### src/hdl/avrsc_pkg.sv
// package: register map, field layout, reset values and types of the route control
package avrsc_pkg;

  // ----------------------------------------------------------------
  // register byte offsets
  // ----------------------------------------------------------------
  localparam logic [7:0] REG_CTRL     = 8'h00;
  localparam logic [7:0] REG_SELECT   = 8'h04;
  localparam logic [7:0] REG_REPORT   = 8'h08;
  localparam logic [7:0] REG_IRQ_STAT = 8'h0C;
  localparam logic [7:0] REG_IRQ_MASK = 8'h10;
  localparam logic [7:0] REG_CMD      = 8'h14;
  localparam logic [7:0] REG_FEEDBACK = 8'h18;

  // ----------------------------------------------------------------
  // field positions and widths
  // ----------------------------------------------------------------
  localparam int CTRL_W        = 4;
  localparam int ROUTES_W      = 12;
  localparam int IRQ_W         = 4;
  localparam int REPORT_FLAG_B = 16;
  localparam int FB_VALID_B    = 8;
  localparam int IRQ_ROUTE_B   = 0;
  localparam int IRQ_MODE_B    = 1;
  localparam int IRQ_CMDERR_B  = 2;
  localparam int IRQ_REPDONE_B = 3;

  // ----------------------------------------------------------------
  // reset values
  // ----------------------------------------------------------------
  localparam logic [3:0]  CTRL_RST   = 4'h3;
  localparam logic [11:0] ROUTES_RST = 12'h000;
  localparam logic [3:0]  MASK_RST   = 4'h0;

  // ----------------------------------------------------------------
  // source codes and text protocol characters
  // ----------------------------------------------------------------
  localparam logic [2:0] SRC_MAX   = 3'h4;
  localparam logic [7:0] ASC_QUERY = 8'h51;
  localparam logic [7:0] ASC_VIDEO = 8'h56;
  localparam logic [7:0] ASC_AUDIO = 8'h41;
  localparam logic [7:0] ASC_ZERO  = 8'h30;
  localparam logic [7:0] ASC_ONE   = 8'h31;
  localparam logic [7:0] ASC_TWO   = 8'h32;
  localparam logic [7:0] ASC_CR    = 8'h0D;
  localparam logic [2:0] REP_LAST  = 3'h6;

  // ----------------------------------------------------------------
  // types
  // ----------------------------------------------------------------
  typedef struct packed {
    logic [2:0] aud_two;
    logic [2:0] aud_one;
    logic [2:0] vid_two;
    logic [2:0] vid_one;
  } avrsc_routes_t;

  typedef struct packed {
    logic verbose;
    logic panel_local_inhibit;
    logic audio_route_apply;
    logic video_route_apply;
  } avrsc_ctrl_t;

  typedef enum logic [1:0] {
    CMD_IDLE  = 2'b00,
    CMD_MEDIA = 2'b01,
    CMD_DEST  = 2'b10
  } avrsc_cmd_st_t;

endpackage

### src/hdl/avrsc_route_ctrl.sv
// four-in two-out audio/video route control with avalon-mm registers
//
// Implementation choices: the Avalon-MM register port and the address map.
`timescale 1ns/1ps
`default_nettype none
//
// Overview of operation
// video selections pass only while video apply high
// audio selections pass only while audio apply high
// inhibit blocks panel entry into local mode
// inhibited panel may view, never change routes
// inhibit forces local mode back to system
// system mode routes follow control system selections
// video code 0 mutes, 1-4 pick input
// audio code 0 mutes, 1-4 pick input
// separate selections per output, only 0-4 accepted
// panel mode flag high exactly in local mode
// route reports always show active sources
// reports use the same encoding as selections
// text commands change routes or query status
// verbose mode reports every route change unsolicited
// query returns full routing state on feedback
// controller uses text or selections, not both
// controller addresses device by matching node number; no node number here, the bus address picks a register
// apply low holds routes, release applies latest
module avrsc_route_ctrl
  import avrsc_pkg::*;
(
  input  wire logic        ref_clk_i,
  input  wire logic        resetn_i,
  input  wire logic [7:0]  avs_address_i,
  input  wire logic        avs_read_i,
  input  wire logic        avs_write_i,
  input  wire logic [31:0] avs_writedata_i,
  output logic      [31:0] avs_readdata_o,
  output logic             avs_waitrequest_o,
  output logic             irq_o,
  input  wire logic        panel_local_btn_i,
  input  wire logic        panel_route_take_i,
  input  wire logic [11:0] panel_route_i,
  output logic             panel_mode_flag_o,
  output logic [2:0]       video_dest_one_report_o,
  output logic [2:0]       video_dest_two_report_o,
  output logic [2:0]       audio_dest_one_report_o,
  output logic [2:0]       audio_dest_two_report_o
);

  // ----------------------------------------------------------------
  // helpers
  // ----------------------------------------------------------------
  function automatic logic [2:0] pick_src(input logic [2:0] cand,
                                          input logic [2:0] keep);
    pick_src = (cand <= SRC_MAX) ? cand : keep;
  endfunction

  function automatic logic [7:0] src_char(input logic [2:0] code);
    src_char = ASC_ZERO + {5'h00, code};
  endfunction

  // ----------------------------------------------------------------
  // declarations
  // ----------------------------------------------------------------
  avrsc_ctrl_t   ctrl_ff;
  avrsc_routes_t sel_ff;
  avrsc_routes_t routes_ff;
  avrsc_routes_t nxt_routes;
  avrsc_routes_t panel_routes;
  avrsc_routes_t rep_snap_ff;
  avrsc_cmd_st_t cmd_st_ff;
  logic [IRQ_W-1:0] irq_stat_ff;
  logic [IRQ_W-1:0] irq_mask_ff;
  logic [IRQ_W-1:0] irq_evt;
  logic [13:0]   pin_level;
  logic          btn_prev_ff;
  logic          take_prev_ff;
  logic          btn_press;
  logic          take_press;
  logic          local_ff;
  logic          nxt_local;
  logic          wr_acc;
  logic          rd_acc;
  logic          cmd_wr;
  logic          fb_pop;
  logic [7:0]    cmd_byte;
  logic          cmd_media_vid_ff;
  logic          cmd_dest_two_ff;
  logic          query_evt;
  logic          cmd_err_evt;
  logic          cmd_route_ok;
  logic          route_chg;
  logic          rep_pend_ff;
  logic          rep_busy_ff;
  logic [2:0]    rep_idx_ff;
  logic          rep_start;
  logic          rep_load;
  logic          rep_done;
  logic [7:0]    rep_char;
  logic [7:0]    fb_byte_ff;
  logic          fb_valid_ff;
  logic [31:0]   rd_mux;

  // ----------------------------------------------------------------
  // front-panel pins
  // ----------------------------------------------------------------
  avrsc_pin_sync #(
    .W (14)
  ) u_pin_sync (
    .ref_clk_i (ref_clk_i),
    .resetn_i  (resetn_i),
    .pin_i     ({panel_local_btn_i, panel_route_take_i, panel_route_i}),
    .level_o   (pin_level)
  );

  assign panel_routes = avrsc_routes_t'(pin_level[11:0]);
  assign btn_press    = pin_level[13] & ~btn_prev_ff;
  assign take_press   = pin_level[12] & ~take_prev_ff;

  always_ff @(posedge ref_clk_i) begin
    if (!resetn_i) begin
      btn_prev_ff  <= 1'b0;
      take_prev_ff <= 1'b0;
    end else begin
      btn_prev_ff  <= pin_level[13];
      take_prev_ff <= pin_level[12];
    end
  end

  // ----------------------------------------------------------------
  // bus slave: one wait cycle, then the access is taken
  // ----------------------------------------------------------------
  assign wr_acc   = avs_write_i & ~avs_waitrequest_o;
  // a read pops at its capture edge, never losing a byte
  assign rd_acc   = avs_read_i & avs_waitrequest_o;
  assign cmd_wr   = wr_acc & (avs_address_i == REG_CMD);
  assign fb_pop   = rd_acc & fb_valid_ff & (avs_address_i == REG_FEEDBACK);
  assign cmd_byte = avs_writedata_i[7:0];

  always_ff @(posedge ref_clk_i) begin
    if (!resetn_i) begin
      avs_waitrequest_o <= 1'b1;
    end else begin
      avs_waitrequest_o <= ~((avs_read_i | avs_write_i) & avs_waitrequest_o);
    end
  end

  always_comb begin
    rd_mux = 32'h0000_0000;
    case (avs_address_i)
      REG_CTRL:     rd_mux[CTRL_W-1:0] = ctrl_ff;
      REG_SELECT:   rd_mux[ROUTES_W-1:0] = sel_ff;
      REG_REPORT: begin
        rd_mux[ROUTES_W-1:0]  = routes_ff;
        rd_mux[REPORT_FLAG_B] = local_ff;
      end
      REG_IRQ_STAT: rd_mux[IRQ_W-1:0] = irq_stat_ff;
      REG_IRQ_MASK: rd_mux[IRQ_W-1:0] = irq_mask_ff;
      REG_FEEDBACK: begin
        rd_mux[7:0]        = fb_byte_ff;
        rd_mux[FB_VALID_B] = fb_valid_ff;
      end
      default:      rd_mux = 32'h0000_0000;
    endcase
  end

  // data stands from the edge that drops waitrequest to the taking edge
  always_ff @(posedge ref_clk_i) begin
    if (!resetn_i) begin
      avs_readdata_o <= 32'h0000_0000;
    end else if (avs_read_i & avs_waitrequest_o) begin
      avs_readdata_o <= rd_mux;
    end
  end

  // ----------------------------------------------------------------
  // control and selection registers
  // ----------------------------------------------------------------
  always_ff @(posedge ref_clk_i) begin
    if (!resetn_i) begin
      ctrl_ff     <= avrsc_ctrl_t'(CTRL_RST);
      irq_mask_ff <= MASK_RST;
    end else if (wr_acc) begin
      if (avs_address_i == REG_CTRL) begin
        ctrl_ff <= avrsc_ctrl_t'(avs_writedata_i[CTRL_W-1:0]);
      end
      if (avs_address_i == REG_IRQ_MASK) begin
        irq_mask_ff <= avs_writedata_i[IRQ_W-1:0];
      end
    end
  end

  // out-of-range codes are refused per field
  always_ff @(posedge ref_clk_i) begin
    if (!resetn_i) begin
      sel_ff <= avrsc_routes_t'(ROUTES_RST);
    end else if (wr_acc && (avs_address_i == REG_SELECT)) begin
      sel_ff.vid_one <= pick_src(avs_writedata_i[2:0], sel_ff.vid_one);
      sel_ff.vid_two <= pick_src(avs_writedata_i[5:3], sel_ff.vid_two);
      sel_ff.aud_one <= pick_src(avs_writedata_i[8:6], sel_ff.aud_one);
      sel_ff.aud_two <= pick_src(avs_writedata_i[11:9], sel_ff.aud_two);
    end else if (cmd_route_ok) begin
      // text route command updates a selection
      case ({cmd_media_vid_ff, cmd_dest_two_ff})
        2'b10:   sel_ff.vid_one <= cmd_byte[2:0];
        2'b11:   sel_ff.vid_two <= cmd_byte[2:0];
        2'b00:   sel_ff.aud_one <= cmd_byte[2:0];
        default: sel_ff.aud_two <= cmd_byte[2:0];
      endcase
    end
  end

  // ----------------------------------------------------------------
  // text command parser: Q, or V/A then 1/2 then 0-4
  // ----------------------------------------------------------------
  assign query_evt    = cmd_wr && (cmd_st_ff == CMD_IDLE)
                        && (cmd_byte == ASC_QUERY);
  assign cmd_route_ok = cmd_wr && (cmd_st_ff == CMD_DEST)
                        && (cmd_byte >= ASC_ZERO)
                        && (cmd_byte <= src_char(SRC_MAX));

  always_comb begin
    cmd_err_evt = 1'b0;
    if (cmd_wr) begin
      case (cmd_st_ff)
        CMD_IDLE:  cmd_err_evt = (cmd_byte != ASC_QUERY)
                                 && (cmd_byte != ASC_VIDEO)
                                 && (cmd_byte != ASC_AUDIO);
        CMD_MEDIA: cmd_err_evt = (cmd_byte != ASC_ONE)
                                 && (cmd_byte != ASC_TWO);
        CMD_DEST:  cmd_err_evt = ~cmd_route_ok;
        default:   cmd_err_evt = 1'b1;
      endcase
    end
  end

  // parser walks media, destination, source
  always_ff @(posedge ref_clk_i) begin
    if (!resetn_i) begin
      cmd_st_ff        <= CMD_IDLE;
      cmd_media_vid_ff <= 1'b0;
      cmd_dest_two_ff  <= 1'b0;
    end else if (cmd_wr) begin
      case (cmd_st_ff)
        CMD_IDLE: begin
          if ((cmd_byte == ASC_VIDEO) || (cmd_byte == ASC_AUDIO)) begin
            cmd_media_vid_ff <= (cmd_byte == ASC_VIDEO);
            cmd_st_ff        <= CMD_MEDIA;
          end
        end
        CMD_MEDIA: begin
          cmd_dest_two_ff <= (cmd_byte == ASC_TWO);
          cmd_st_ff       <= cmd_err_evt ? CMD_IDLE : CMD_DEST;
        end
        default: begin
          cmd_st_ff <= CMD_IDLE;
        end
      endcase
    end
  end

  // ----------------------------------------------------------------
  // operating mode and active routes
  // ----------------------------------------------------------------
  always_comb begin
    nxt_local = local_ff;
    if (ctrl_ff.panel_local_inhibit) begin
      // inhibit pulls the unit back to system mode
      // and keeps the local button from taking effect
      nxt_local = 1'b0;
    end else if (btn_press) begin
      nxt_local = ~local_ff;
    end
  end

  always_ff @(posedge ref_clk_i) begin
    if (!resetn_i) begin
      local_ff <= 1'b0;
    end else begin
      local_ff <= nxt_local;
    end
  end

  always_comb begin
    nxt_routes = routes_ff;
    if (local_ff && !ctrl_ff.panel_local_inhibit) begin
      if (take_press) begin
        nxt_routes.vid_one = pick_src(panel_routes.vid_one, routes_ff.vid_one);
        nxt_routes.vid_two = pick_src(panel_routes.vid_two, routes_ff.vid_two);
        nxt_routes.aud_one = pick_src(panel_routes.aud_one, routes_ff.aud_one);
        nxt_routes.aud_two = pick_src(panel_routes.aud_two, routes_ff.aud_two);
      end
    end else begin
      // outside local mode panel takes never alter routes
      // system mode follows the selection registers
      // apply low simply holds the last routes
      if (ctrl_ff.video_route_apply) begin
        // video gated by its apply bit
        nxt_routes.vid_one = sel_ff.vid_one;
        nxt_routes.vid_two = sel_ff.vid_two;
      end
      if (ctrl_ff.audio_route_apply) begin
        // audio gated by its apply bit
        nxt_routes.aud_one = sel_ff.aud_one;
        nxt_routes.aud_two = sel_ff.aud_two;
      end
    end
  end

  assign route_chg = (nxt_routes != routes_ff);

  always_ff @(posedge ref_clk_i) begin
    if (!resetn_i) begin
      routes_ff <= avrsc_routes_t'(ROUTES_RST);
    end else begin
      routes_ff <= nxt_routes;
    end
  end

  // code 0 mutes, 1-4 drive the crosspoint input
  // reports carry the active codes as selected
  always_ff @(posedge ref_clk_i) begin
    if (!resetn_i) begin
      video_dest_one_report_o <= ROUTES_RST[2:0];
      video_dest_two_report_o <= ROUTES_RST[5:3];
      audio_dest_one_report_o <= ROUTES_RST[8:6];
      audio_dest_two_report_o <= ROUTES_RST[11:9];
      panel_mode_flag_o       <= 1'b0;
    end else begin
      video_dest_one_report_o <= nxt_routes.vid_one;
      video_dest_two_report_o <= nxt_routes.vid_two;
      audio_dest_one_report_o <= nxt_routes.aud_one;
      audio_dest_two_report_o <= nxt_routes.aud_two;
      // flag tracks local mode exactly
      panel_mode_flag_o       <= nxt_local;
    end
  end

  // ----------------------------------------------------------------
  // text feedback: V d d A d d CR, one byte per feedback read
  // ----------------------------------------------------------------
  assign rep_start = rep_pend_ff & ~rep_busy_ff;
  assign rep_load  = rep_busy_ff & (~fb_valid_ff | fb_pop);
  assign rep_done  = rep_load & (rep_idx_ff == REP_LAST);

  always_comb begin
    case (rep_idx_ff)
      3'h0:    rep_char = ASC_VIDEO;
      3'h1:    rep_char = src_char(rep_snap_ff.vid_one);
      3'h2:    rep_char = src_char(rep_snap_ff.vid_two);
      3'h3:    rep_char = ASC_AUDIO;
      3'h4:    rep_char = src_char(rep_snap_ff.aud_one);
      3'h5:    rep_char = src_char(rep_snap_ff.aud_two);
      default: rep_char = ASC_CR;
    endcase
  end

  // a trigger while a report runs is kept, so no change goes unreported
  always_ff @(posedge ref_clk_i) begin
    if (!resetn_i) begin
      rep_pend_ff <= 1'b0;
    end else if (query_evt || (ctrl_ff.verbose && route_chg)) begin
      // verbose change report, query report
      rep_pend_ff <= 1'b1;
    end else if (rep_start) begin
      rep_pend_ff <= 1'b0;
    end
  end

  // snapshot keeps the whole state consistent in one report
  always_ff @(posedge ref_clk_i) begin
    if (!resetn_i) begin
      rep_busy_ff <= 1'b0;
      rep_idx_ff  <= 3'h0;
      rep_snap_ff <= avrsc_routes_t'(ROUTES_RST);
    end else if (rep_start) begin
      rep_busy_ff <= 1'b1;
      rep_idx_ff  <= 3'h0;
      rep_snap_ff <= routes_ff;
    end else if (rep_load) begin
      rep_busy_ff <= ~rep_done;
      rep_idx_ff  <= rep_idx_ff + 3'h1;
    end
  end

  always_ff @(posedge ref_clk_i) begin
    if (!resetn_i) begin
      fb_byte_ff  <= 8'h00;
      fb_valid_ff <= 1'b0;
    end else if (rep_load) begin
      fb_byte_ff  <= rep_char;
      fb_valid_ff <= 1'b1;
    end else if (fb_pop) begin
      fb_valid_ff <= 1'b0;
    end
  end

  // ----------------------------------------------------------------
  // interrupts: sticky, write one to clear, set wins
  // ----------------------------------------------------------------
  always_comb begin
    irq_evt                = '0;
    irq_evt[IRQ_ROUTE_B]   = route_chg;
    irq_evt[IRQ_MODE_B]    = nxt_local ^ local_ff;
    irq_evt[IRQ_CMDERR_B]  = cmd_err_evt;
    irq_evt[IRQ_REPDONE_B] = rep_done;
  end

  always_ff @(posedge ref_clk_i) begin
    if (!resetn_i) begin
      irq_stat_ff <= '0;
    end else if (wr_acc && (avs_address_i == REG_IRQ_STAT)) begin
      irq_stat_ff <= (irq_stat_ff & ~avs_writedata_i[IRQ_W-1:0]) | irq_evt;
    end else begin
      irq_stat_ff <= irq_stat_ff | irq_evt;
    end
  end

  always_ff @(posedge ref_clk_i) begin
    if (!resetn_i) begin
      irq_o <= 1'b0;
    end else begin
      irq_o <= |(irq_stat_ff & irq_mask_ff);
    end
  end

endmodule
`default_nettype wire

### src/hdl/avrsc_pin_sync.sv
// three-stage synchroniser for front-panel pins with agreement filter
`timescale 1ns/1ps
`default_nettype none
module avrsc_pin_sync #(
  parameter int W = 14
) (
  input  wire logic         ref_clk_i,
  input  wire logic         resetn_i,
  input  wire logic [W-1:0] pin_i,
  output logic      [W-1:0] level_o
);

  logic [W-1:0] meta_ff;
  logic [W-1:0] sync2_ff;
  logic [W-1:0] sync3_ff;
  logic [W-1:0] agree;

  // a bit only moves once stages two and three show the same value
  assign agree = sync2_ff ~^ sync3_ff;

  always_ff @(posedge ref_clk_i) begin
    if (!resetn_i) begin
      meta_ff  <= '0;
      sync2_ff <= '0;
      sync3_ff <= '0;
    end else begin
      meta_ff  <= pin_i;
      sync2_ff <= meta_ff;
      sync3_ff <= sync2_ff;
    end
  end

  always_ff @(posedge ref_clk_i) begin
    if (!resetn_i) begin
      level_o <= '0;
    end else begin
      level_o <= (agree & sync3_ff) | (~agree & level_o);
    end
  end

endmodule
`default_nettype wire

### config.mk
export PLATFORM = sky130hd
export DESIGN_NAME = avrsc_route_ctrl
export DESIGN_NICKNAME = d
export VERILOG_FILES = /design/src/hdl/avrsc_pkg.sv /design/src/hdl/avrsc_route_ctrl.sv /design/src/hdl/avrsc_pin_sync.sv
export SDC_FILE = /design/constraint.sdc
export NUM_CORES = 1
export LEC_CHECK = 0
export BUFFER_PORTS_ARGS = -buffer_cell sky130_fd_sc_hd__buf_2
export CORE_MARGIN = 1
export CORE_UTILIZATION = 35
export CTS_CLUSTER_SIZE = 28
export DETAILED_ROUTE_END_ITERATION = 8
export PLACE_DENSITY_LB_ADDON = 0.08
export SLEW_MARGIN = 10
export SYNTH_ARGS = -nofsm -noshare
export SYNTH_HDL_FRONTEND = slang
export SYNTH_HIERARCHICAL = 1
export SYNTH_SLANG_ARGS = --single-unit
### constraint.sdc
create_clock -name ref_clk_i -period 2.57 [get_ports ref_clk_i]
set_input_delay 0.6425 -clock ref_clk_i [delete_from_list [all_inputs] [get_ports ref_clk_i]]
set_output_delay 0.6425 -clock ref_clk_i [all_outputs]
set_load 0.02 [all_outputs]
-- Word level (Yosys, flattened, before mapping)
Index checks and enable logic that the tools add are counted.
- register bits: 140
- output and inout bits: 47
- input bits: 58
- reductions and logical operators: 38
- eq/ne operators: 32
- add/sub/neg operators: 5
- bitwise logic cells: 34
- muxes and demuxes: 37
- $lt $le $gt $ge: 10
- operators with widths (cell ; number):
    12-bit 2-to-1 mux ; 4
    7-bit case mux with 6 select lines ; 1
    3-bit 2-to-1 mux ; 12
    6-bit by 3-bit adder with 7-bit output (first input constant) ; 4
    14-bit bitwise AND ; 2
    8-bit by 5-bit equality test with 1-bit output (second input constant) ; 3
    8-bit by 7-bit equality test with 1-bit output (second input constant) ; 3
    3-bit <= comparator (second input constant) ; 8
    8-bit by 7-bit != test with 1-bit output (second input constant) ; 3
    4-bit case mux with 6 select lines ; 1
    8-bit by 4-bit equality test with 1-bit output (second input constant) ; 2
    8-bit by 6-bit != test with 1-bit output (second input constant) ; 2
    5-bit case mux with 3 select lines ; 1
    3-bit AND reduction ; 5
    14-bit inverter ; 1
    14-bit bitwise OR ; 1
    2-bit nonzero test ; 7
    14-bit bitwise XNOR ; 1
    1-bit logical AND ; 12
    6-bit 2-to-1 mux ; 2
    12-bit != test ; 1
    2-bit by 1-bit != test with 1-bit output (second input constant) ; 6
    1-bit bitwise AND ; 11
    1-bit 2-to-1 mux ; 10
    30 further kinds ; 53

-- Longest topological paths before layout
- depth in word-level cells: 11
- mapped depth: 8
- depth with buffers taken out: 6

-- By module
Netlist, hierarchy kept.
- modules (own cells, without submodules) (module ; area each (um^2) ; instances ; cells an instance):
    avrsc_route_ctrl ; 4623.2 ; 1 ; 582
    avrsc_pin_sync ; 1699.1 ; 1 ; 146

-- Worst setup path after synthesis
Ideal clock, no wire load.
- kind: input to register
- start point: in avs_address_i[1]
- end point: reg sel_ff[6] in the netlist's numbering
- required time: 2.442 ns
- library setup time: 0.128 ns
- cell stages on the path: 8
- slack: 0.131 ns
- arrival: 2.311 ns
- path through: or3b_1 > buf_2 > or4_4 > buf_6 > buf_12 > o32a_1 > mux2i_1 > nor2_1
- word-level cells in the longest chain between the ends: 7
- elaborated cells between the ends (all ways): 12
- classes of those cells: 3 x eq/ne; 1 x mux; 1 x bitwise; 7 x reduce/logical
- RTL lines (item ; line ; text):
    start: declaration ; avrsc_route_ctrl.sv:31 ; input wire logic [7:0] avs_address_i,
    8-bit by 5-bit equality test with 1-bit output ; avrsc_route_ctrl.sv:134 ; assign cmd_wr = wr_acc & (avs_address_i == REG_CMD);
    1-bit bitwise AND ; avrsc_route_ctrl.sv:134 ;
    1-bit logical AND ; avrsc_route_ctrl.sv:216 ; assign cmd_route_ok = cmd_wr && (cmd_st_ff == CMD_DEST)
    1-bit logical AND ; avrsc_route_ctrl.sv:217 ; && (cmd_byte >= ASC_ZERO)
    1-bit logical AND ; avrsc_route_ctrl.sv:218 ; && (cmd_byte <= src_char(SRC_MAX));
    2-bit nonzero test (no source line) ; n/a ;
    3-bit AND reduction (no source line) ; n/a ;
    end signal: assignment ; avrsc_route_ctrl.sv:194 ; sel_ff <= avrsc_routes_t'(ROUTES_RST);
    end: declaration ; avrsc_route_ctrl.sv:64 ; avrsc_routes_t sel_ff;
Several ways; a longest one is shown, not always the timed one.
A chain may end at the register's enable or synchronous reset.

-- Worst setup path after layout
- start point: in avs_address_i[1]
- end point: reg sel_ff[2] in the netlist's numbering
Same word-level chain as after synthesis.

==> flow_metrics.env <==
export IMPL_grt_pass1_vias=5188
export IMPL_vdd_drop_max_mv=0.456
export IMPL_cts_hold_buf=0
export IMPL_fmax_mhz=463
export IMPL_synthSimpleGateAreaFrac_pct=21.3
export IMPL_place_area_um2=6910
export IMPL_clk_pin_slew_ps=60
export IMPL_grt_max_degree=54
export IMPL_drive_gt1_share_pct=19.9
export IMPL_holdPathStages=2
export IMPL_hp_class="in -> reg"
export IMPL_rsz0062_at_grt="false"
export IMPL_drv_slew=0
export IMPL_io_buffers=65
export IMPL_synth_top_family_by_area="compound AO/OA/AOI/OAI gates"
export IMPL_tns_ps=0
export IMPL_critPathMaxFanout=11
export IMPL_power_density_nw_per_um2=660
export IMPL_whs_endpoint="u_pin_sync/meta_ff[7]$_SDFF_PN0_"
export IMPL_wl_met3_um=800
export IMPL_synth_top_area_cell="dfxtp_1"
export IMPL_nets=869
export IMPL_post_synth_num_cell_types=67
export IMPL_place_gp_congestion=0.814
export IMPL_synthArstFlopShare_pct=0
export IMPL_h_tree_depth=4
export IMPL_die_x_um=136
export IMPL_cts_tree="built"
export IMPL_min_from="panel_route_i[7]"
export IMPL_post_route_period_util_pct=84.0
export IMPL_dr_pass1_iters=5
export IMPL_core_area_um2=17500
export IMPL_top_layer="met4"
export IMPL_leakage_nw=2.92
export IMPL_maxCapViolCount=0
export IMPL_final_common_cell="dfxtp_1"
export IMPL_critPathRequiredTime_ps=2870
export IMPL_grt_usage_pct=19.3
export IMPL_synth_compound_area_share_pct=21.7
export IMPL_dp_cells=1012
export IMPL_gr_total_overflow=0
export IMPL_crit_arrival_ps=2450
export IMPL_most_common_layout_cells="139 x dfxtp_1, 84 x nand2_1, 65 x buf_2"
export IMPL_syn_inst=728
export IMPL_finalWirelength_mm=16.9
export IMPL_ctsResizeCount=0
export IMPL_synthMuxAreaShare_pct=3.32
export IMPL_period_needed_ps=2160
export IMPL_avgRoutedWirePerCell_um=16.2
export IMPL_dpl_hpwl_mm=12.2
export IMPL_path_class="in -> reg"
export IMPL_p_total_mw=4.96
export IMPL_ant_nets=0
export IMPL_antenna_found_initial=0
export IMPL_status="finished clean"
export IMPL_cp_end_kind="flip-flop"
export IMPL_r2r_end="fb_byte_ff[0]$_SDFFE_PN0P_"
export IMPL_cts_max_path_buffers=2
export IMPL_synth_seq_cells=139
export IMPL_cts_sinks=139
export IMPL_worst_pin_slew_ps=808
export IMPL_rows=48
export IMPL_area_delta_synth_final_pct=18.8
export IMPL_die_area_um2=18600
export IMPL_skew_ps=7.42
export IMPL_setup_viol=0
export IMPL_boundaryPins=105
export IMPL_relSlewSlack_pct=46.0
export IMPL_num_vias=5466
export IMPL_synth_edf_count=0
export IMPL_stdcell_count=1044
export IMPL_synth_warnings=6
export IMPL_cts_root_buf="clkbuf_16"
export IMPL_drc=0
export IMPL_synth_xor_area_share_pct=1.80
export IMPL_post_cts_setup_buffer_count=0
export IMPL_die_h_um=136
export IMPL_r2r_slack_ps=510
export IMPL_start_kind="input pin"
export IMPL_numCtsBuffers=17
export IMPL_synthFlopType="dfxtp_1"
export IMPL_seq_area_frac_synth_pct=44.0
export IMPL_syn_avg_cell_area_um2=8.68
export IMPL_grt_pass1_wl_mm=27.0
export IMPL_wl_met1_mm=7.77
export IMPL_wl_met2_mm=8.02
export IMPL_yosys_top_cells_area="dfxtp_1 44%, nand2_1 5.0%, and2_1 4.5%"
export IMPL_synthAdderAreaFrac_pct=0.990
export IMPL_initial_utilization_pct=36.2
export IMPL_finalHoldViolCount=0
export IMPL_antenna_cells=0
export IMPL_insertion_delay_ps=420
export IMPL_worst_r2r_path_depth=5
export IMPL_netlist_area_um2=6320
export IMPL_r2r_start="rep_idx_ff[2]$_SDFFE_PP0P_"
export IMPL_synth_top_area_share_pct=44.0
export IMPL_finish_instance_area_um2=7510
export IMPL_viasPerCell=5.24
export IMPL_drt_iter0_drc=336
## how the worst max path moves through the flow
stage                                     startpoint                             to  slack [ps]  cells past startpoint
after floorplan                     avs_address_i[1]         sel_ff[6]$_SDFFE_PN0P_         130                      8
after CTS                           avs_address_i[1]         sel_ff[2]$_SDFFE_PN0P_         430                      6
after global routing      rep_idx_ff[2]$_SDFFE_PP0P_     fb_byte_ff[0]$_SDFFE_PN0P_         310                      5
final                               avs_address_i[1]         sel_ff[2]$_SDFFE_PN0P_         410                      6
after global placement              avs_address_i[1]  cmd_media_vid_ff$_SDFFE_PN0P_          40                      7
after detailed placement            avs_address_i[1]         sel_ff[2]$_SDFFE_PN0P_         -10                      6
## cell type report
| type | count | area, µm² |
|---|---|---|
| fill | 1784 | 9960 |
| multi-input combinational | 529 | 3180 |
| sequential | 139 | 2780 |
| timing repair buffer | 103 | 611 |
| clock buffer | 18 | 429 |
| tap | 225 | 282 |
| clock inverter | 14 | 173 |
| inverter | 16 | 60.1 |
## layer usage
layer  up-vias  GRT usage [%]
met2       165           31.9
met1      2585           24.1
met3        19           4.36
li1       2697              -
met5         -              0
met4         0           7.84
## worst max-delay path: stages
cell	delay (ps)
buf_2	100
or3b_1	440
or4_4	670
o21ai_2	310
mux2i_1	230
nor2_1	60
## through the flow
stage	util, %	hold slack (ps)	setup slack [ps]
finish	43.0	416	411
CTS	43.0	399	434
global placement	39.5	413	44.4
global route	43.0	394	315
detailed placement	39.5	417	-11.3
floorplan	-	412	131
## report_power, final
group	internal [mW]	total [mW]	switching, mW
combinational	0.0908	0.250	0.159
sequential	2.20	2.22	0.0191
clock	1.53	2.49	0.962
total	3.82	4.96	1.14
## Yosys cell counts, drive strengths merged, types with 10 or more instances
cell type and n:
nand3 25, clkbuf 31, nand2 86, nor2 54, a22oi 14, nor2b 12, xor2 10, a221oi 15
inv 15, mux2i 12, buf 31, a21oi 50, a211oi 14, dfxtp 139, o21ai 47, nor3 20
and2 45, a21boi 16
## kinds of logic after synthesis
| family | count (synthesis) |
|---|---|
| AOI/OAI and AO/OA | 199 |
| xor gates and xnor gates | 13 |
| adders and majority gates | 5 |
| buffers and inverters | 78 |
| DFF | 139 |
| muxes | 20 |
| other | 1 |
| and+or+nand+nor | 273 |
No activity file was read; power rests on OpenSTA's default activity.
